File: config.mk
export PLATFORM = sky130hd
export DESIGN_NAME = dtu_unit
export DESIGN_NICKNAME = d
export VERILOG_FILES = /design/src/dtu_pkg.sv /design/src/dtu_fifo_if.sv /design/src/dtu_cmp.sv /design/src/dtu_fifo.sv /design/src/dtu_unit.sv
export SDC_FILE = /design/constraint.sdc
export NUM_CORES = 1
export LEC_CHECK = 0
export BUFFER_PORTS_ARGS = -buffer_cell sky130_fd_sc_hd__clkbuf_2
export CORE_MARGIN = 2
export CORE_UTILIZATION = 25
export CTS_CLUSTER_DIAMETER = 60
export DETAILED_ROUTE_END_ITERATION = 7
export GPL_TIMING_DRIVEN = 1
export HOLD_SLACK_MARGIN = 0.15
export MAX_ROUTING_LAYER = met4
export PLACE_DENSITY_LB_ADDON = 0.08
export SLEW_MARGIN = 5
export SYNTH_ARGS = -nofsm -noshare
export SYNTH_HDL_FRONTEND = slang
export SYNTH_SLANG_ARGS = --single-unit
export TNS_END_PERCENT = 20
File: constraint.sdc
create_clock -name hclk -period 5.6 [get_ports hclk]
set_input_delay 0.84 -clock hclk [delete_from_list [all_inputs] [get_ports hclk]]
set_output_delay 0.84 -clock hclk [all_outputs]
set_load 0.02 [all_outputs]
File: src/dtu_pkg.sv
// Shared constants and types of the debug trigger and capture unit
package dtu_pkg;

    // ------------------------------------------------------------
    // Widths and depth
    // ------------------------------------------------------------
    localparam int ADDR_W = 16;
    localparam int DATA_W = 8;
    localparam int ENT_W = 16;
    localparam int DEPTH = 8;
    localparam int CNT_W = 4;
    localparam int IRQ_W = 3;
    localparam logic [CNT_W-1:0] CNT_FULL = 4'h8;
    localparam logic [CNT_W-1:0] CNT_LAST = 4'h7;

    // ------------------------------------------------------------
    // Register byte offsets
    // ------------------------------------------------------------
    localparam logic [4:0] OFF_CTRL = 5'h00;
    localparam logic [4:0] OFF_CMPA = 5'h04;
    localparam logic [4:0] OFF_CMPB = 5'h08;
    localparam logic [4:0] OFF_STAT = 5'h0c;
    localparam logic [4:0] OFF_FIFO = 5'h10;
    localparam logic [4:0] OFF_ISTAT = 5'h14;
    localparam logic [4:0] OFF_IMASK = 5'h18;

    // ------------------------------------------------------------
    // Field positions
    // ------------------------------------------------------------
    localparam int CB_ARM = 0;
    localparam int CB_MODE = 1;
    localparam int CB_DQEA = 4;
    localparam int CB_DSA = 5;
    localparam int CB_DQEB = 6;
    localparam int CB_DSB = 7;
    localparam int CB_OPTRK = 8;
    localparam int SB_ARMED = 4;
    localparam int SB_ALIGNED = 5;
    localparam int SB_TRACING = 6;
    localparam int IB_MATCH = 0;
    localparam int IB_FULL = 1;
    localparam int IB_BRK = 2;

    // ------------------------------------------------------------
    // Reset values
    // ------------------------------------------------------------
    localparam logic [ADDR_W-1:0] CMP_RST = 16'h0000;
    localparam logic [IRQ_W-1:0] IRQ_RST = 3'h0;

    // ------------------------------------------------------------
    // Trigger modes
    // ------------------------------------------------------------
    typedef enum logic [2:0] {
        MODE_A_ONLY = 3'h0,
        MODE_A_OR_B = 3'h1,
        MODE_A_DATA = 3'h2,
        MODE_INSIDE = 3'h3,
        MODE_OUTSIDE = 3'h4,
        MODE_CAP_DATA = 3'h5,
        MODE_TRACE_BEGIN = 3'h6,
        MODE_TRACE_END = 3'h7
    } dtu_mode_e;

endpackage

File: src/dtu_fifo_if.sv
// Connection between the trigger logic and the capture store
`timescale 1ns/1ps
interface dtu_fifo_if;
    logic clear;
    logic push;
    logic [15:0] push_data;
    logic align_en;
    logic pop;
    logic [3:0] count;
    logic [3:0] gap;
    logic [15:0] head;

    modport ctrl (
        output clear, push, push_data, align_en, pop,
        input count, gap, head
    );
    modport store (
        input clear, push, push_data, align_en, pop,
        output count, gap, head
    );
endinterface

File: src/dtu_cmp.sv
// One 16-bit comparator with equality and magnitude outputs
`timescale 1ns/1ps
module dtu_cmp (
    // Operands
    input wire logic [15:0] ref_val,
    input wire logic [15:0] probe,
    // Results
    output logic eq,
    output logic probe_ge,
    output logic probe_le
);

    assign eq = (probe == ref_val);
    assign probe_ge = (probe >= ref_val);
    assign probe_le = (probe <= ref_val);

endmodule // dtu_cmp

File: src/dtu_fifo.sv
// Eight-entry capture store: shift-in at the bottom, read from the top
`timescale 1ns/1ps
module dtu_fifo (
    // Clock and reset
    input wire logic hclk,
    input wire logic hresetn,
    // Control side
    dtu_fifo_if.store fi
);

    logic [dtu_pkg::ENT_W-1:0] mem_r [dtu_pkg::DEPTH];
    logic [dtu_pkg::CNT_W-1:0] count_r;
    logic [dtu_pkg::CNT_W-1:0] gap_r;
    logic shift_up;

    // Alignment moves entries one slot per cycle toward the read end
    assign shift_up = fi.pop || (fi.align_en && gap_r != '0 && !fi.push);

    // ------------------------------------------------------------
    // Storage
    // ------------------------------------------------------------
    always_ff @(posedge hclk) begin
        if (fi.push) begin
            mem_r[0] <= fi.push_data;
            for (int i = 1; i < dtu_pkg::DEPTH; i++) begin
                mem_r[i] <= mem_r[i-1];
            end
        end else if (shift_up) begin
            mem_r[0] <= '0;
            for (int i = 1; i < dtu_pkg::DEPTH; i++) begin
                mem_r[i] <= mem_r[i-1];
            end
        end
    end

    // ------------------------------------------------------------
    // Count and distance of the oldest entry from the read end
    // ------------------------------------------------------------
    always_ff @(posedge hclk or negedge hresetn) begin
        if (!hresetn) begin
            count_r <= '0;
            gap_r <= dtu_pkg::CNT_FULL;
        end else if (fi.clear) begin
            count_r <= '0;
            gap_r <= dtu_pkg::CNT_FULL;
        end else if (fi.push && count_r != dtu_pkg::CNT_FULL) begin
            count_r <= count_r + 4'h1;
            gap_r <= gap_r - 4'h1;
        end else if (fi.pop && count_r != '0) begin
            count_r <= count_r - 4'h1;
        end else if (shift_up && gap_r != '0) begin
            gap_r <= gap_r - 4'h1;
        end
    end

    assign fi.count = count_r;
    assign fi.gap = gap_r;
    assign fi.head = mem_r[dtu_pkg::DEPTH-1];

endmodule // dtu_fifo

File: src/dtu_unit.sv
// Debug trigger unit: comparators, trigger modes, capture control, AHB-Lite registers
//
// Decided for this implementation: the placing of the registers and register access over AHB-Lite.
`timescale 1ns/1ps
module dtu_unit (
    // Clock and reset
    input wire logic hclk,
    input wire logic hresetn,
    // AHB-Lite slave
    input wire logic hsel,
    input wire logic [31:0] haddr,
    input wire logic [1:0] htrans,
    input wire logic hwrite,
    input wire logic [2:0] hsize,
    input wire logic [31:0] hwdata,
    input wire logic hready,
    output logic [31:0] hrdata,
    output logic hreadyout,
    output logic hresp,
    // Monitored processor bus
    input wire logic cpu_valid,
    input wire logic cpu_rw,
    input wire logic [15:0] cpu_addr,
    input wire logic [7:0] cpu_wdata,
    input wire logic [7:0] cpu_rdata,
    input wire logic cpu_exec,
    input wire logic [15:0] cpu_exec_addr,
    input wire logic cpu_cof,
    input wire logic background_debug_port_busy,
    // Requests out
    output logic brk_req,
    output logic irq
);

    // ------------------------------------------------------------
    // Registers
    // ------------------------------------------------------------
    logic armed_r;
    dtu_pkg::dtu_mode_e mode_r;
    logic dir_qualify_enable_a;
    logic dir_select_a;
    logic dir_qualify_enable_b;
    logic dir_select_b;
    logic optrk_r;
    logic [15:0] cmpa_r;
    logic [15:0] cmpb_r;
    logic [2:0] istat_r;
    logic [2:0] imask_r;
    logic tracing_r;
    logic brk_r;
    logic irq_r;
    logic [31:0] hrdata_r;
    logic hreadyout_r;
    logic wr_pend_r;
    logic [4:0] waddr_r;
    logic fifo_wait_r;

    dtu_fifo_if fif ();

    dtu_fifo u_fifo (
        .hclk(hclk),
        .hresetn(hresetn),
        .fi(fif.store)
    );

    // ------------------------------------------------------------
    // Monitored cycle selection
    // ------------------------------------------------------------
    logic mon_valid;
    logic mon_read;
    logic [15:0] mon_addr;
    logic cycle_ok;
    logic [7:0] b_data;
    logic b_on_data;
    logic [15:0] b_probe;

    assign mon_valid = optrk_r ? cpu_exec : cpu_valid;
    assign mon_addr = optrk_r ? cpu_exec_addr : cpu_addr;
    assign mon_read = optrk_r ? 1'b1 : cpu_rw;
    assign cycle_ok = mon_valid && !background_debug_port_busy;
    assign b_data = (dir_qualify_enable_a && !dir_select_a) ? cpu_wdata : cpu_rdata;
    assign b_on_data = (mode_r == dtu_pkg::MODE_A_DATA);
    assign b_probe = b_on_data ? {8'h00, b_data} : mon_addr;

    // ------------------------------------------------------------
    // Comparators
    // ------------------------------------------------------------
    logic a_eq;
    logic a_ge;
    logic b_eq;
    logic b_le;

    dtu_cmp u_cmp_a (
        .ref_val(cmpa_r),
        .probe(mon_addr),
        .eq(a_eq),
        .probe_ge(a_ge),
        .probe_le()
    );

    dtu_cmp u_cmp_b (
        .ref_val(b_on_data ? {8'h00, cmpb_r[7:0]} : cmpb_r),
        .probe(b_probe),
        .eq(b_eq),
        .probe_ge(),
        .probe_le(b_le)
    );

    // ------------------------------------------------------------
    // Match qualification
    // ------------------------------------------------------------
    logic dir_ok_a;
    logic dir_ok_b;
    logic hit_a;
    logic hit_b;
    logic in_rng;
    logic match;
    logic qual;
    logic brk_mode;

    assign dir_ok_a = !dir_qualify_enable_a || (mon_read == dir_select_a);
    assign dir_ok_b = !dir_qualify_enable_b || (mon_read == dir_select_b);
    assign hit_a = cycle_ok && dir_ok_a && a_eq;
    assign hit_b = cycle_ok && dir_ok_b && b_eq;
    assign in_rng = a_ge && b_le;

    always_comb begin
        unique case (mode_r)
            dtu_pkg::MODE_A_ONLY: match = hit_a;
            dtu_pkg::MODE_A_OR_B: match = hit_a || hit_b;
            dtu_pkg::MODE_A_DATA: match = hit_a && hit_b;
            dtu_pkg::MODE_INSIDE: match = cycle_ok && dir_ok_a && in_rng;
            dtu_pkg::MODE_OUTSIDE: match = cycle_ok && dir_ok_a && !in_rng;
            dtu_pkg::MODE_CAP_DATA: match = hit_a;
            dtu_pkg::MODE_TRACE_BEGIN: match = hit_a;
            dtu_pkg::MODE_TRACE_END: match = hit_a;
        endcase
    end

    assign qual = match && armed_r;
    assign brk_mode = (mode_r <= dtu_pkg::MODE_OUTSIDE);

    // ------------------------------------------------------------
    // Capture path
    // ------------------------------------------------------------
    logic not_full;
    logic push_data_ev;
    logic push_trace_ev;
    logic push_now;
    logic fills;

    assign not_full = (fif.count != dtu_pkg::CNT_FULL);
    assign push_data_ev = qual && (mode_r == dtu_pkg::MODE_CAP_DATA);
    assign push_trace_ev = armed_r && tracing_r && cpu_cof && !background_debug_port_busy;
    assign push_now = (push_data_ev || push_trace_ev) && not_full && !fif.clear;
    assign fills = push_now && (fif.count == dtu_pkg::CNT_LAST);

    assign fif.push = push_now;
    assign fif.push_data = push_data_ev ? {8'h00, b_data} : cpu_addr;
    assign fif.align_en = !armed_r;

    // ------------------------------------------------------------
    // AHB-Lite decode
    // ------------------------------------------------------------
    logic ap;
    logic ap_rd_fifo;
    logic fifo_empty_view;
    logic fifo_ready;
    logic wr_ctrl;
    logic wr_arm_rise;

    assign ap = hsel && htrans[1] && hready;
    assign ap_rd_fifo = ap && !hwrite && (haddr[4:0] == dtu_pkg::OFF_FIFO);
    assign fifo_empty_view = armed_r || (fif.count == '0);
    assign fifo_ready = (fif.gap == '0);
    assign fif.pop = (ap_rd_fifo && !fifo_empty_view && fifo_ready)
        || (fifo_wait_r && fifo_ready);
    assign wr_ctrl = wr_pend_r && (waddr_r == dtu_pkg::OFF_CTRL);
    assign wr_arm_rise = wr_ctrl && hwdata[dtu_pkg::CB_ARM] && !armed_r;
    assign fif.clear = wr_arm_rise;

    always_ff @(posedge hclk or negedge hresetn) begin
        if (!hresetn) begin
            wr_pend_r <= 1'b0;
            waddr_r <= '0;
        end else if (hready) begin
            wr_pend_r <= ap && hwrite;
            waddr_r <= haddr[4:0];
        end
    end

    // Read data and wait states; only a store read during alignment waits
    always_ff @(posedge hclk or negedge hresetn) begin
        if (!hresetn) begin
            hrdata_r <= '0;
            hreadyout_r <= 1'b1;
            fifo_wait_r <= 1'b0;
        end else if (fifo_wait_r) begin
            if (fifo_ready) begin
                hrdata_r <= {16'h0000, fif.head};
                hreadyout_r <= 1'b1;
                fifo_wait_r <= 1'b0;
            end
        end else if (ap && !hwrite) begin
            hrdata_r <= '0;
            unique case (haddr[4:0])
                dtu_pkg::OFF_CTRL: hrdata_r[8:0] <= {optrk_r, dir_select_b,
                    dir_qualify_enable_b, dir_select_a, dir_qualify_enable_a, mode_r, armed_r};
                dtu_pkg::OFF_CMPA: hrdata_r[15:0] <= cmpa_r;
                dtu_pkg::OFF_CMPB: hrdata_r[15:0] <= cmpb_r;
                dtu_pkg::OFF_STAT: hrdata_r[6:0] <= {tracing_r, fifo_ready, armed_r,
                    fif.count};
                dtu_pkg::OFF_FIFO: begin
                    if (!fifo_empty_view && fifo_ready) begin
                        hrdata_r[15:0] <= fif.head;
                    end else if (!fifo_empty_view) begin
                        hreadyout_r <= 1'b0;
                        fifo_wait_r <= 1'b1;
                    end
                end
                dtu_pkg::OFF_ISTAT: hrdata_r[2:0] <= istat_r;
                dtu_pkg::OFF_IMASK: hrdata_r[2:0] <= imask_r;
                default: hrdata_r <= '0;
            endcase
        end
    end

    // ------------------------------------------------------------
    // Control register and arming
    // ------------------------------------------------------------
    always_ff @(posedge hclk or negedge hresetn) begin
        if (!hresetn) begin
            mode_r <= dtu_pkg::MODE_A_ONLY;
            dir_qualify_enable_a <= 1'b0;
            dir_select_a <= 1'b0;
            dir_qualify_enable_b <= 1'b0;
            dir_select_b <= 1'b0;
            optrk_r <= 1'b0;
        end else if (wr_ctrl) begin
            mode_r <= dtu_pkg::dtu_mode_e'(hwdata[dtu_pkg::CB_MODE +: 3]);
            dir_qualify_enable_a <= hwdata[dtu_pkg::CB_DQEA];
            dir_select_a <= hwdata[dtu_pkg::CB_DSA];
            dir_qualify_enable_b <= hwdata[dtu_pkg::CB_DQEB];
            dir_select_b <= hwdata[dtu_pkg::CB_DSB];
            optrk_r <= hwdata[dtu_pkg::CB_OPTRK];
        end
    end

    always_ff @(posedge hclk or negedge hresetn) begin
        if (!hresetn) begin
            armed_r <= 1'b0;
        end else if (wr_ctrl) begin
            armed_r <= hwdata[dtu_pkg::CB_ARM];
        end else if (fills) begin
            armed_r <= 1'b0;
        end
    end

    // Trace window: begin-type opens on match, end-type runs from arming to match
    always_ff @(posedge hclk or negedge hresetn) begin
        if (!hresetn) begin
            tracing_r <= 1'b0;
        end else if (wr_arm_rise) begin
            tracing_r <= (hwdata[dtu_pkg::CB_MODE +: 3] == dtu_pkg::MODE_TRACE_END);
        end else if (qual && mode_r == dtu_pkg::MODE_TRACE_BEGIN) begin
            tracing_r <= 1'b1;
        end else if (qual && mode_r == dtu_pkg::MODE_TRACE_END) begin
            tracing_r <= 1'b0;
        end
    end

    // ------------------------------------------------------------
    // Comparator values
    // ------------------------------------------------------------
    always_ff @(posedge hclk or negedge hresetn) begin
        if (!hresetn) begin
            cmpa_r <= dtu_pkg::CMP_RST;
            cmpb_r <= dtu_pkg::CMP_RST;
        end else if (wr_pend_r) begin
            if (waddr_r == dtu_pkg::OFF_CMPA) begin
                cmpa_r <= hwdata[15:0];
            end
            if (waddr_r == dtu_pkg::OFF_CMPB) begin
                cmpb_r <= hwdata[15:0];
            end
        end
    end

    // ------------------------------------------------------------
    // Breakpoint and interrupts
    // ------------------------------------------------------------
    logic [2:0] ev;
    logic [2:0] w1c;

    assign ev = {qual && brk_mode, fills, qual};
    assign w1c = (wr_pend_r && waddr_r == dtu_pkg::OFF_ISTAT) ? hwdata[2:0] : 3'h0;

    always_ff @(posedge hclk or negedge hresetn) begin
        if (!hresetn) begin
            brk_r <= 1'b0;
        end else begin
            brk_r <= qual && brk_mode;
        end
    end

    always_ff @(posedge hclk or negedge hresetn) begin
        if (!hresetn) begin
            istat_r <= dtu_pkg::IRQ_RST;
            imask_r <= dtu_pkg::IRQ_RST;
        end else begin
            istat_r <= (istat_r & ~w1c) | ev;
            if (wr_pend_r && waddr_r == dtu_pkg::OFF_IMASK) begin
                imask_r <= hwdata[2:0];
            end
        end
    end

    always_ff @(posedge hclk or negedge hresetn) begin
        if (!hresetn) begin
            irq_r <= 1'b0;
        end else begin
            irq_r <= |(istat_r & imask_r);
        end
    end

    assign hrdata = hrdata_r;
    assign hreadyout = hreadyout_r;
    assign hresp = 1'b0;
    assign brk_req = brk_r;
    assign irq = irq_r;

endmodule // dtu_unit

## Word level (Yosys, flattened, before mapping)

Memories as Yosys holds them, arrays and structs flattened.
Cells that the tools add are included.

| storage, ports and cells | value |
|---|---|
| memories kept | 1 |
| flip-flop bits (word level) | 98 |
| ROM bits | 0 |
| memory bits (writable) | 128 |
| bits in latches | 0 |

| operators by class | value |
|---|---|
| add/sub/neg operators | 3 |
| multiply operators | 0 |
| div/mod/pow operators | 0 |
| eq/ne operators | 28 |
| shift operators | 0 |
| reduce and logical (&&, ||, !) cells | 77 |
| magnitude comparators | 3 |
| bitwise gates (word level) | 12 |
| multiplexer cells | 54 |

Memories:

| name | depth | bits a word | rd ports | clocked after memory_dff | wr ports | line | text |
|---|---|---|---|---|---|---|---|
| u_fifo.mem_r | 8 | 16 | 8 | 0 | 8 | dtu_fifo.sv:11 | `logic [dtu_pkg::ENT_W-1:0] mem_r [dtu_pkg::DEPTH];` |

Operator list:

| operator | number |
|---|---|
| $mux W16 | 13 |
| $mux W32 | 3 |
| $logic_and A1 B1 Y1 | 40 |
| $eq A16 B16 Y1 | 2 |
| $mux W4 | 7 |
| $eq A5 B5 Y1 const B | 5 |
| $mux W1 | 24 |
| $pmux W3 S7 | 1 |
| $pmux W7 S3 | 1 |
| $pmux W4 S5 | 1 |
| $ge A16 B16 Y1 | 1 |
| $le A16 B16 Y1 | 1 |
| $eq A3 B3 Y1 const B | 5 |
| $eq A5 B4 Y1 const B | 3 |
| $eq A5 B3 Y1 const B | 2 |
| $logic_not A1 Y1 | 10 |
| $logic_not A5 Y1 | 2 |
| $reduce_bool A3 Y1 | 3 |
| $logic_not A4 Y1 | 2 |
| $mux W8 | 1 |
| $or A1 B1 Y1 | 8 |
| $pmux W2 S4 | 1 |
| $reduce_and A2 Y1 | 4 |
| $reduce_bool A4 Y1 | 2 |
| other kinds (22) | 35 |

## Logic depth before layout (Yosys ltp)

Gate-level depths: netlist of run 1.

| logic depth | value |
|---|---|
| depth after elaboration | 22 |
| gate-level depth with buffers | 15 |
| mapped depth without buffers | 13 |

## Modules after synthesis

A second synthesis of run 1 with hierarchy kept.

| unflattened totals | value |
|---|---|
| cell total of the unflattened synthesis | 845 |
| area total of the unflattened synthesis | 10308.6 um^2 |

Modules (own cells, without submodules):

| module | seq. area each (um^2) | instances | area an instance (um^2) | cells an instance |
|---|---|---|---|---|
| dtu_fifo | 3885.0 | 1 | 4913.5 | 288 |
| dtu_unit | 1853.0 | 1 | 4499.3 | 435 |
| dtu_cmp | 0.0 | 2 | 447.9 | 61 |

## Worst setup path before layout of run 1

Ideal clock, no wire load.

| timing | value |
|---|---|
| path kind | register to register |
| start point | reg optrk_r |
| end point | mem u_fifo.mem_r[0][100] (netlist name), enable pin |
| slack | 171 ps |
| setup time | 466 ps |
| stages on the path, launching flop included | 13 |
| required time | 5134 ps |
| data arrival time | 4963 ps |
| cell sequence | dfrtp_1 -> buf_2 -> buf_1 -> mux2_2 -> ha_1 -> nand4_1 -> nor3_1 -> and4_4 -> o21ai_2 -> inv_2 -> a21oi_4 -> buf_4 -> inv_1 |

RTL lines:

| element | line | text |
|---|---|---|
| start: declaration | dtu_unit.sv:44 | `logic optrk_r;` |
| start signal: assignment | dtu_unit.sv:245 | `optrk_r <= hwdata[dtu_pkg::CB_OPTRK];` |
| end: declaration | dtu_fifo.sv:11 |  |

==> impl_metrics.json, run 1 <==
{
  "cp-end-kind": "flip-flop",
  "dp_hpwl_mm": 20.2,
  "arrival_ns": 4.60,
  "ant_nets": 0,
  "utilization_pct": 30.1,
  "htree_levels": 1,
  "p_leak_nw": 4.84,
  "ys_top_cells_by_area": "edfxtp_1 (33%), dfrtp_1 (20%), mux2_2 (6.9%), ha_1 (4.5%), nor2b_1 (4.5%)",
  "synth_edf_count": 112,
  "syn_area_um2": 10000,
  "clkLatencyLatePin_ns": 0.56,
  "grt_max_degree": 81,
  "multi_input_area_um2": 3950,
  "seqCellArea_um2": 5740,
  "numClockSinks": 210,
  "wire_per_inst_um": 18.8,
  "antenna_found_initial": 0,
  "cp_max_fo": 80,
  "die-area_um2": 41800,
  "clockRootBuffer": "clkbuf_16",
  "timing.critical_path.mode_cell": "buf_4",
  "grt_pass1_vias": 6818,
  "critPathMaxStageDelay_ns": 0.88,
  "rsz0062_at_grt": "no",
  "hp-class": "flip-flop to flip-flop",
  "ir_drop_v": 0.000335,
  "cpLargestDelayFamily": "buffers and inverters",
  "post_cts_buffers": 0,
  "ys.flop_type": "edfxtp_1",
  "async_flop_share_pct": 39.0,
  "hold_viol": 0,
  "p_sw_mw": 1.98,
  "fin_crit_sh_pct": 77.2,
  "drc": 0,
  "post-synth-top-area-cell": "edfxtp_1",
  "yosys_warnings": 0,
  "seqPwrFrac_pct": 46.2,
  "placementRows": 73,
  "gp_congestion": 0.773,
  "start_kind": "flip-flop",
  "pwr-share-clk_pct": 28.8,
  "fmax_mhz": 231,
  "area_delta_synth_final_pct": 19.1,
  "grt_pass1_wl_mm": 43.1,
  "yosysSeqAreaShare_pct": 57.1,
  "vias": 6545,
  "post_cts_resize_count": 0,
  "viasPerCell": 4.40,
  "slew_headroom_pct": 32.7,
  "cts.clk_slew.worst_paths_ns": 0.06,
  "netlist.area_leader.share_pct": 33.5,
  "cap_viol_max_count": 0,
  "syn_avg_cell_area_um2": 11.9,
  "critical-path-slowest-cell": "dfrtp_1",
  "nNetsFinal": 1106,
  "initial_utilization_pct": 25.3,
  "crit_chain": "mux2_2, ha_1, nand4_1, nor3_1, buf_4, and4_4, o21ai_2, inv_2, a21oi_4, buf_4, nor2b_1",
  "insertedDiodeCount": 0,
  "cp_data_required_time_ns": 5.88,
  "fillers": 4128,
  "setup_tns_ns": 0,
  "p_total_mw": 6.03,
  "die_y_um": 204,
  "clock_skew_ns": 0.0139,
  "switching_share_pct": 32.8,
  "cts_buffer_depth": 3,
  "path_class": "flip-flop to flip-flop",
  "synth.distinct_cells": 74,
  "drv_slew": 0,
  "synthCells": 841,
  "drt_pre_antenna_iters": 5,
  "io-pin-count": 163,
  "drt_iter0_markers": 357,
  "cts_hold_buf": 1,
  "port_buffers": 98,
  "synth_seq_cells": 210,
  "wl_mm": 28.1,
  "path_buf_inv": 3,
  "pwr-share-comb_pct": 25.0,
  "p_per_area_nw_per_um2": 504,
  "overflow": 0,
  "cts_tree": "done",
  "core-area_um2": 39700,
  "cts_inserted_buffers": 29,
  "intPower_mw": 4.05,
  "drive_gt1_share_pct": 24.1,
  "fp.dieW_um": 204,
  "setup_violations": 0,
  "grt_usage_pct": 14.1,
  "status": "complete, no violations",
  "min_period_ns": 4.32,
  "worst_pin_slew_ns": 1.01
}
-- final timing paths --
check	from	to	slack (ns)	cells past startpoint
setup / recovery	optrk_r$_DFFE_PN0P_	u_fifo.mem_r[0][19]$_DFFE_PP_	1.28	11
hold / removal	u_fifo.mem_r[0][81]$_DFFE_PP_	u_fifo.mem_r[0][97]$_DFFE_PP_	0.42	0
setup reg to reg	optrk_r$_DFFE_PN0P_	u_fifo.mem_r[0][19]$_DFFE_PP_	1.28	11
hold reg to reg	u_fifo.mem_r[0][81]$_DFFE_PP_	u_fifo.mem_r[0][97]$_DFFE_PP_	0.42	0
max in group asynchronous	hresetn	hrdata[3]$_DFFE_PN0P_	3.73	3
min in group asynchronous	hresetn	cmpb_r[7]$_DFFE_PN0P_	0.67	2
-- state kept, by name (all words and copies together), names as in the netlist --
register	cells
u_fifo.fi.gap	4
cmpa_r	16
u_fifo.fi.count	4
wr_pend_r	1
hrdata	16
dir_qualify_enable_a	1
irq	1
dir_qualify_enable_b	1
istat_r	3
armed_r	1
imask_r	3
u_fifo.mem_r	128
hreadyout	1
optrk_r	1
tracing_r	1
cmpb_r	16
fifo_wait_r	1
dir_select_b	1
dir_select_a	1
waddr_r	5
brk_req	1
mode_r	3
-- power groups by stage --
stage               Clock [mW]  Sequential, mW  Combinational, mW
CTS                       1.80            2.81               1.56
finish                    1.74            2.79               1.51
global placement             0            2.84               1.55
global route              1.86            2.87               1.73
floorplan                    0            2.75               1.08
detailed placement           0            2.83               1.55
-- metal layers --
layer	share of wire, %	global-route usage, %	wire (µm)	vias to the layer above
met5	0	-	0	-
met4	2.1	3.73	595	0
met3	3.8	2.20	1070	37
met2	42	20.1	11900	152
met1	52	20.7	14500	3107
li1	-	-	-	3249
-- synthesized netlist by cell type, drive strengths merged, types with 3 or more instances --
master	instances
mux2	63
buf	31
ha	36
dfrtp	80
nand3	11
nor2b	72
clkbuf	24
o311a	8
nand2	57
o21ai	41
nand2b	4
or3	3
o21a	3
a22oi	14
dfxtp	16
nor2	54
a21o	6
a21oi	52
nor3	11
and2	13
inv	33
nand4	11
a211oi	7
a22o	10
a222oi	3
edfxtp	112
mux2i	14
nor4	7
mux4	3
-- per-stage QoR --
| stage | worst slack [ns] | hold WS [ns] | instances | area (µm²) |
|---|---|---|---|---|
| after floorplan | 0.171 | 0.400 | 857 | 10100 |
| after global placement | 1.11 | 0.402 | 1435 | 11100 |
| after detailed placement | 1.16 | 0.405 | 1435 | 11100 |
| after CTS | 1.16 | 0.418 | 1489 | 12000 |
| after global routing | 0.861 | 0.424 | 1489 | 12000 |
| final | 1.28 | 0.417 | 1489 | 12000 |
-- placed cells by master (no fill, tap or decap), types with 3 or more instances in the layout --
cell | netlist | layout
a211oi_1 | 6 | 6
o21ai_1 | 8 | 8
clkinvlp_4 | 0 | 3
buf_4 | 19 | 9
conb_1 | 1 | 17
inv_6 | 0 | 4
a21oi_1 | 50 | 50
clkbuf_1 | 23 | 6
nand2_1 | 57 | 57
clkbuf_2 | 1 | 97
dfxtp_1 | 16 | 16
nor2b_1 | 72 | 72
mux4_2 | 3 | 3
inv_1 | 32 | 31
a22oi_1 | 14 | 14
nand3_1 | 11 | 11
nand4_1 | 11 | 11
clkbuf_16 | 0 | 29
nor3_1 | 11 | 11
o311a_1 | 8 | 8
mux2_2 | 62 | 62
dfrtp_1 | 80 | 80
clkinv_1 | 0 | 5
nor4_1 | 6 | 6
ha_1 | 36 | 36
nand2b_1 | 4 | 4
edfxtp_1 | 112 | 112
nor2_1 | 54 | 54
a22o_1 | 10 | 10
o21ai_0 | 31 | 31
mux2i_1 | 14 | 14
a222oi_1 | 3 | 3
a21o_1 | 6 | 6
and2_1 | 13 | 13
o21a_1 | 3 | 3
-- cell type report --
type | instances | area share (%)
inverter | 33 | 1.06
tap | 525 | 5.49
timing repair buffer | 109 | 5.04
multi-input combinational | 559 | 33.0
sequential | 210 | 47.9
clock buffer | 36 | 6.37
clock inverter | 17 | 1.12
-- logic make-up (layout without fill, tap and decap cells) --
kind of cell             after synthesis  in the layout  synth area share, %
other                                  1             17               0.0373
XOR/XNOR                               2              2                0.174
AO/OA/AOI/OAI                        168            168                 11.4
AND/OR/NAND/NOR                      255            255                 13.2
adder cells (fa/ha/maj)               37             37                 4.68
multiplexers                          80             80                 9.13
buffers and inverters                 88            195                 4.21
flip-flops                           210            210                 57.1
No activity file was read; power rests on OpenSTA's default activity.
==> inputs of run 2 (changes only) <==
Clock period 5.6 ns to 3.6 ns, I/O delays scaled along.
==> impl_metrics.json, run 2 (same netlist as run 1, synthesis figures left out) <==
{
  "start_kind": "flip-flop",
  "wire_per_inst_um": 18.6,
  "clockRootBuffer": "clkbuf_16",
  "setup_violations": 0,
  "cp_data_required_time_ns": 4.03,
  "fin_crit_sh_pct": 94.7,
  "clock_skew_ns": 0.0108,
  "ant_nets": 0,
  "drive_gt1_share_pct": 28.5,
  "worst_pin_slew_ns": 0.958,
  "pwr-share-comb_pct": 27.4,
  "r2r-end": "u_fifo.fi.count[3]$_DFFE_PN0P_",
  "pwr-share-clk_pct": 27.9,
  "gp_congestion": 0.753,
  "slew_headroom_pct": 36.1,
  "intPower_mw": 6.49,
  "htree_levels": 1,
  "arrival_ns": 3.84,
  "cts_buffer_depth": 3,
  "cts_inserted_buffers": 27,
  "regToRegStartpoint": "optrk_r$_DFFE_PN0P_",
  "path_buf_inv": 2,
  "ir_drop_v": 0.000395,
  "antenna_found_initial": 0,
  "cp_max_fo": 11,
  "port_buffers": 98,
  "cts_tree": "done",
  "grt_pass1_wl_mm": 42.5,
  "die_y_um": 204,
  "fp.dieW_um": 204,
  "cap_viol_max_count": 0,
  "status": "complete, no violations",
  "cpLargestDelayFamily": "simple AND/OR/NAND/NOR gates",
  "die-area_um2": 41800,
  "core-area_um2": 39700,
  "cts_hold_buf": 0,
  "r2r_setup_slack_ns": 0.19,
  "seqPwrFrac_pct": 44.8,
  "grt_max_degree": 75,
  "insertedDiodeCount": 0,
  "min_period_ns": 3.41,
  "p_leak_nw": 5.07,
  "p_sw_mw": 3.10,
  "drt_iter0_markers": 327,
  "regMostFlops": "u_fifo.mem_r",
  "io-pin-count": 163,
  "wl_mm": 28.3,
  "grt_usage_pct": 14.0,
  "rsz0062_at_grt": "no",
  "utilization_pct": 31.3,
  "grt_pass1_vias": 6620,
  "viasPerCell": 4.38,
  "critPathMaxStageDelay_ns": 0.44,
  "overflow": 0,
  "most-common-layout-cells": "edfxtp_1 (112), clkbuf_2 (97), dfrtp_1 (79)",
  "hp-class": "input port to asynchronous set/reset pin",
  "vias": 6660,
  "switching_share_pct": 32.3,
  "reg2reg_depth": 14,
  "hold_viol": 0,
  "path_class": "flip-flop to flip-flop",
  "clkLatencyLatePin_ns": 0.55,
  "cts.clk_slew.worst_paths_ns": 0.06,
  "critical-path-slowest-cell": "dfrtp_2",
  "dp_hpwl_mm": 20.7,
  "largest_register_ffs": 128,
  "drc": 0,
  "numClockSinks": 210,
  "cp-end-kind": "flip-flop",
  "drt_pre_antenna_iters": 5,
  "initial_utilization_pct": 25.3,
  "p_per_area_nw_per_um2": 772,
  "placementRows": 73,
  "area_delta_synth_final_pct": 23.8,
  "nNetsFinal": 1138,
  "drv_slew": 0,
  "final_common_cell": "edfxtp_1",
  "whs_ns": 0.127,
  "crit_chain": "buf_12, clkbuf_16, mux2_4, ha_4, nand4_1, nor3_2, and4_4, o21ai_4, ha_1, a21o_1, a21oi_2, nor2b_1, o211a_1, nor3_1",
  "fmax_mhz": 293
}
==> run 2: cell count changes in the layout (fill, tap and decap cells not counted), moves of 4 or more <==
| cell | change |
|---|---|
| buf_4 | +30 |
| mux2_2 | -7 |
| ha_1 | -7 |
| ha_4 | +7 |
| buf_12 | +4 |
| mux2_4 | +7 |
==> run 2: routing by layer <==
metal	vias to the layer above	GRT usage, %	part of all wire, %
met5	-	-	0
met4	0	3.47	2.1
met3	33	2.45	4.6
met2	151	19.8	42
met1	3163	20.6	51
li1	3313	-	-
==> run 2: worst max-delay path by stage <==
| stage | start | slack [ns] | endpoint | cells past startpoint |
|---|---|---|---|---|
| 2_1_floorplan | optrk_r$_DFFE_PN0P_ | -0.66 | u_fifo.mem_r[0][100]$_DFFE_PP_ | 12 |
| 3_3_place_gp | dir_select_a$_DFFE_PN0P_ | 0.02 | tracing_r$_DFFE_PN0P_ | 12 |
| 3_5_place_dp | optrk_r$_DFFE_PN0P_ | 0.02 | tracing_r$_DFFE_PN0P_ | 10 |
| 4_1_cts | optrk_r$_DFFE_PN0P_ | 0.03 | u_fifo.mem_r[0][14]$_SDFFE_PP0N_ | 10 |
| 5_1_grt | optrk_r$_DFFE_PN0P_ | 0.005 | u_fifo.fi.count[3]$_DFFE_PN0P_ | 15 |
| 6_report | optrk_r$_DFFE_PN0P_ | 0.19 | u_fifo.fi.count[3]$_DFFE_PN0P_ | 14 |
==> run 2: metrics by stage <==
step	power [mW]	setup slack (ns)	setup TNS [ns]	cell area [µm²]	instances
6_report	9.60	0.192	0	12400	1520
5_1_grt	10.3	0.00465	0	12400	1520
4_1_cts	9.75	0.0279	0	12300	1513
3_5_place_dp	6.99	0.0217	0	11400	1463
3_3_place_gp	6.98	0.0227	0	11400	1463
2_1_floorplan	6.00	-0.660	-73.91	10300	857
==> run 2: worst register-to-register path: cells and delay by family (launching register included) <==
kind,cells,cell delay (ns)
muxes,1,0.34
adders and majority gates,2,0.56
and+or+nand+nor,5,0.97
buffers and inverters,2,0.31
DFF,1,0.44
AOI/OAI and AO/OA,4,0.67
==> run 2: layout make-up <==
type,instances,area (µm²)
clock buffers,34,732
clock inverters,16,155
fillers,4092,27300
inverters,33,128
multi-input cells,559,4110
flip-flops and latches,210,5740
well taps,525,657
repair buffers,143,923
==> run 2: what timing repair did <==
action / in CTS / in global routing
buffers inserted: 0 / 6
setup endpoints to repair: 1 / 16
gates cloned: 0 / 1
resized for setup: 1 / 6
pin swaps: 0 / 5
==> run 2: power by group through the flow <==
| stage | clock [mW] | sequential (mW) | combinational (mW) |
|---|---|---|---|
| after global placement | 0 | 4.35 | 2.63 |
| after detailed placement | 0 | 4.36 | 2.63 |
| after floorplan | 0 | 4.25 | 1.75 |
| after CTS | 2.79 | 4.31 | 2.64 |
| after global routing | 2.89 | 4.41 | 2.97 |
| final | 2.68 | 4.30 | 2.63 |
==> inputs of run 3 (changes only) <==
Settings changed: CORE_UTILIZATION 25 to 43.
==> impl_metrics.json, run 3 (same netlist as run 1, synthesis figures left out) <==
{
  "r2r_setup_slack_ns": 0.06,
  "use_met3_pct": 3.02,
  "regToRegStartpoint": "optrk_r$_DFFE_PN0P_",
  "placementRows": 55,
  "grt_usage_pct": 20.2,
  "p_leak_nw": 4.87,
  "ant_nets": 0,
  "worst_pin_slew_ns": 1.04,
  "drt_pre_antenna_iters": 7,
  "clockRootBuffer": "clkbuf_16",
  "numClockSinks": 210,
  "cts_buffer_depth": 3,
  "reg2reg_depth": 11,
  "insertedDiodeCount": 0,
  "fin_crit_sh_pct": 98.5,
  "area_delta_synth_final_pct": 17.4,
  "crit_path_start": "optrk_r$_DFFE_PN0P_",
  "hp-class": "input port to asynchronous set/reset pin",
  "drc": 0,
  "utilization_pct": 51.8,
  "most-common-layout-cells": "edfxtp_1 (112), clkbuf_2 (97), dfrtp_1 (80)",
  "status": "complete, no violations",
  "crit_chain": "buf_12, mux2_2, and2_1, ha_1, nand4_1, nor4_4, a31oi_1, a211oi_1, a221o_1, o21a_1, mux2_1",
  "drv_slew": 0,
  "cp_max_fo": 22,
  "fmax_mhz": 282,
  "clock_skew_ns": 0.0142,
  "start_kind": "flip-flop",
  "vias": 6716,
  "setup_violations": 0,
  "core-area_um2": 22800,
  "r2r-end": "tracing_r$_DFFE_PN0P_",
  "p_per_area_nw_per_um2": 763,
  "cts.clk_slew.worst_paths_ns": 0.06,
  "clkLatencyLatePin_ns": 0.52,
  "initial_utilization_pct": 44.1,
  "io-pin-count": 163,
  "drt_iter0_markers": 430,
  "port_buffers": 98,
  "p_sw_mw": 2.84,
  "die-area_um2": 24600,
  "overflow": 0,
  "antenna_found_initial": 0,
  "grt_util_met2_pct": 30.7,
  "htree_levels": 1,
  "busiest_layer": "met2",
  "wire_per_inst_um": 18.5,
  "cp-endpoint": "tracing_r$_DFFE_PN0P_",
  "pre_cts_slack_ns": 0.0245,
  "finalWorstSetupSlack_ns": 0.0550,
  "viasPerCell": 5.25,
  "nNetsFinal": 1112,
  "cp-end-kind": "flip-flop",
  "rsz0062_at_grt": "no",
  "wl_mm": 23.7,
  "arrival_ns": 3.95,
  "largest_register_ffs": 128,
  "min_period_ns": 3.54,
  "die_y_um": 157,
  "slew_headroom_pct": 30.7,
  "final_common_cell": "edfxtp_1",
  "seqPwrFrac_pct": 47.7,
  "cts_hold_buf": 0,
  "path_class": "flip-flop to flip-flop",
  "cap_viol_max_count": 0,
  "pwr-share-clk_pct": 25.4,
  "cts_inserted_buffers": 24,
  "cts_tree": "done",
  "ir_drop_v": 0.000419,
  "drive_gt1_share_pct": 25.7,
  "post_cts_buffers": 0,
  "dp_hpwl_mm": 17.8,
  "regMostFlops": "u_fifo.mem_r",
  "critPathMaxStageDelay_ns": 0.48,
  "pwr-share-comb_pct": 26.9,
  "critical-path-slowest-cell": "nor4_4",
  "grt_pass1_vias": 6637,
  "hold_viol": 0,
  "fp.dieW_um": 157,
  "grt_max_degree": 83,
  "gp_congestion": 0.864,
  "grt_pass1_wl_mm": 36.8,
  "intPower_mw": 6.16,
  "cp_data_required_time_ns": 4.00,
  "switching_share_pct": 31.6,
  "met1_usage_pct": 27.8
}
[run 3: cell types whose count changed in the layout (fill, tap and decap cells not counted), sizes merged]
cell      previous run  this run
bufinv               2         1
clkbuf             132       134
buf                 45        23
clkinvlp             3         1
clkinv               7         6
inv                 37        32
[run 3: worst max-delay path, delay by kind of cell, from the launching register on]
family / cells / cell delay [ns]
flops: 1 / 0.39
compound gates: 4 / 0.85
fa+ha+maj: 1 / 0.32
buf+inv: 1 / 0.19
simple gates: 3 / 0.95
mux: 2 / 0.70
[run 3: per-stage QoR]
stage | TNS, ns | instance area [µm²] | std cells | power [mW] | hold slack (ns)
global placement | 0 | 11000 | 1235 | 6.66 | 0.406
detailed placement | 0 | 11000 | 1235 | 6.78 | 0.405
finish | 0 | 11800 | 1279 | 9.00 | 0.215
floorplan | -73.91 | 10300 | 857 | 6.00 | 0.244
CTS | 0 | 11800 | 1279 | 9.10 | 0.239
global route | 0 | 11800 | 1279 | 9.55 | 0.260
[run 3: layout make-up]
type,instances,area [µm²]
clock buffers,37,669
clock inverters,7,78.8
fillers,2003,11000
inverters,33,128
multi-input cells,559,4100
flip-flops and latches,210,5740
well taps,313,392
repair buffers,120,696
[run 3: how the worst min path moves through the flow]
stage,startpoint,endpoint,slack [ns],depth (start not counted)
after floorplan,hresetn,armed_r$_DFFE_PN0P_,0.24,0
after global placement,u_fifo.mem_r[0][107]$_DFFE_PP_,u_fifo.mem_r[0][123]$_DFFE_PP_,0.41,0
after detailed placement,u_fifo.mem_r[0][86]$_DFFE_PP_,u_fifo.mem_r[0][102]$_DFFE_PP_,0.40,0
after CTS,hresetn,wr_pend_r$_DFFE_PN0P_,0.24,1
after global routing,cpu_addr[13],u_fifo.mem_r[0][13]$_SDFFE_PP0N_,0.26,2
final,hresetn,waddr_r[2]$_DFFE_PN0P_,0.22,1
[run 3: power groups by stage]
stage	Sequential (mW)	Clock (mW)	Combinational (mW)
6_report	4.29	2.29	2.42
5_1_grt	4.40	2.44	2.71
4_1_cts	4.30	2.35	2.44
3_5_place_dp	4.34	0	2.43
3_3_place_gp	4.31	0	2.35
2_1_floorplan	4.25	0	1.75
[run 3: metal layers]
| layer | share of wire, % | up-vias |
|---|---|---|
| met3 | 5.1 | 45 |
| met2 | 44 | 218 |
| li1 | - | 3252 |
| met5 | 0 | - |
| met1 | 48 | 3201 |
| met4 | 2.6 | 0 |
[run 3: repair_timing]
item                                   CTS  global route
resized for setup                        1             4
endpoints found under the hold margin    0             0
setup endpoints to repair                1            12
pin swaps                                0             3
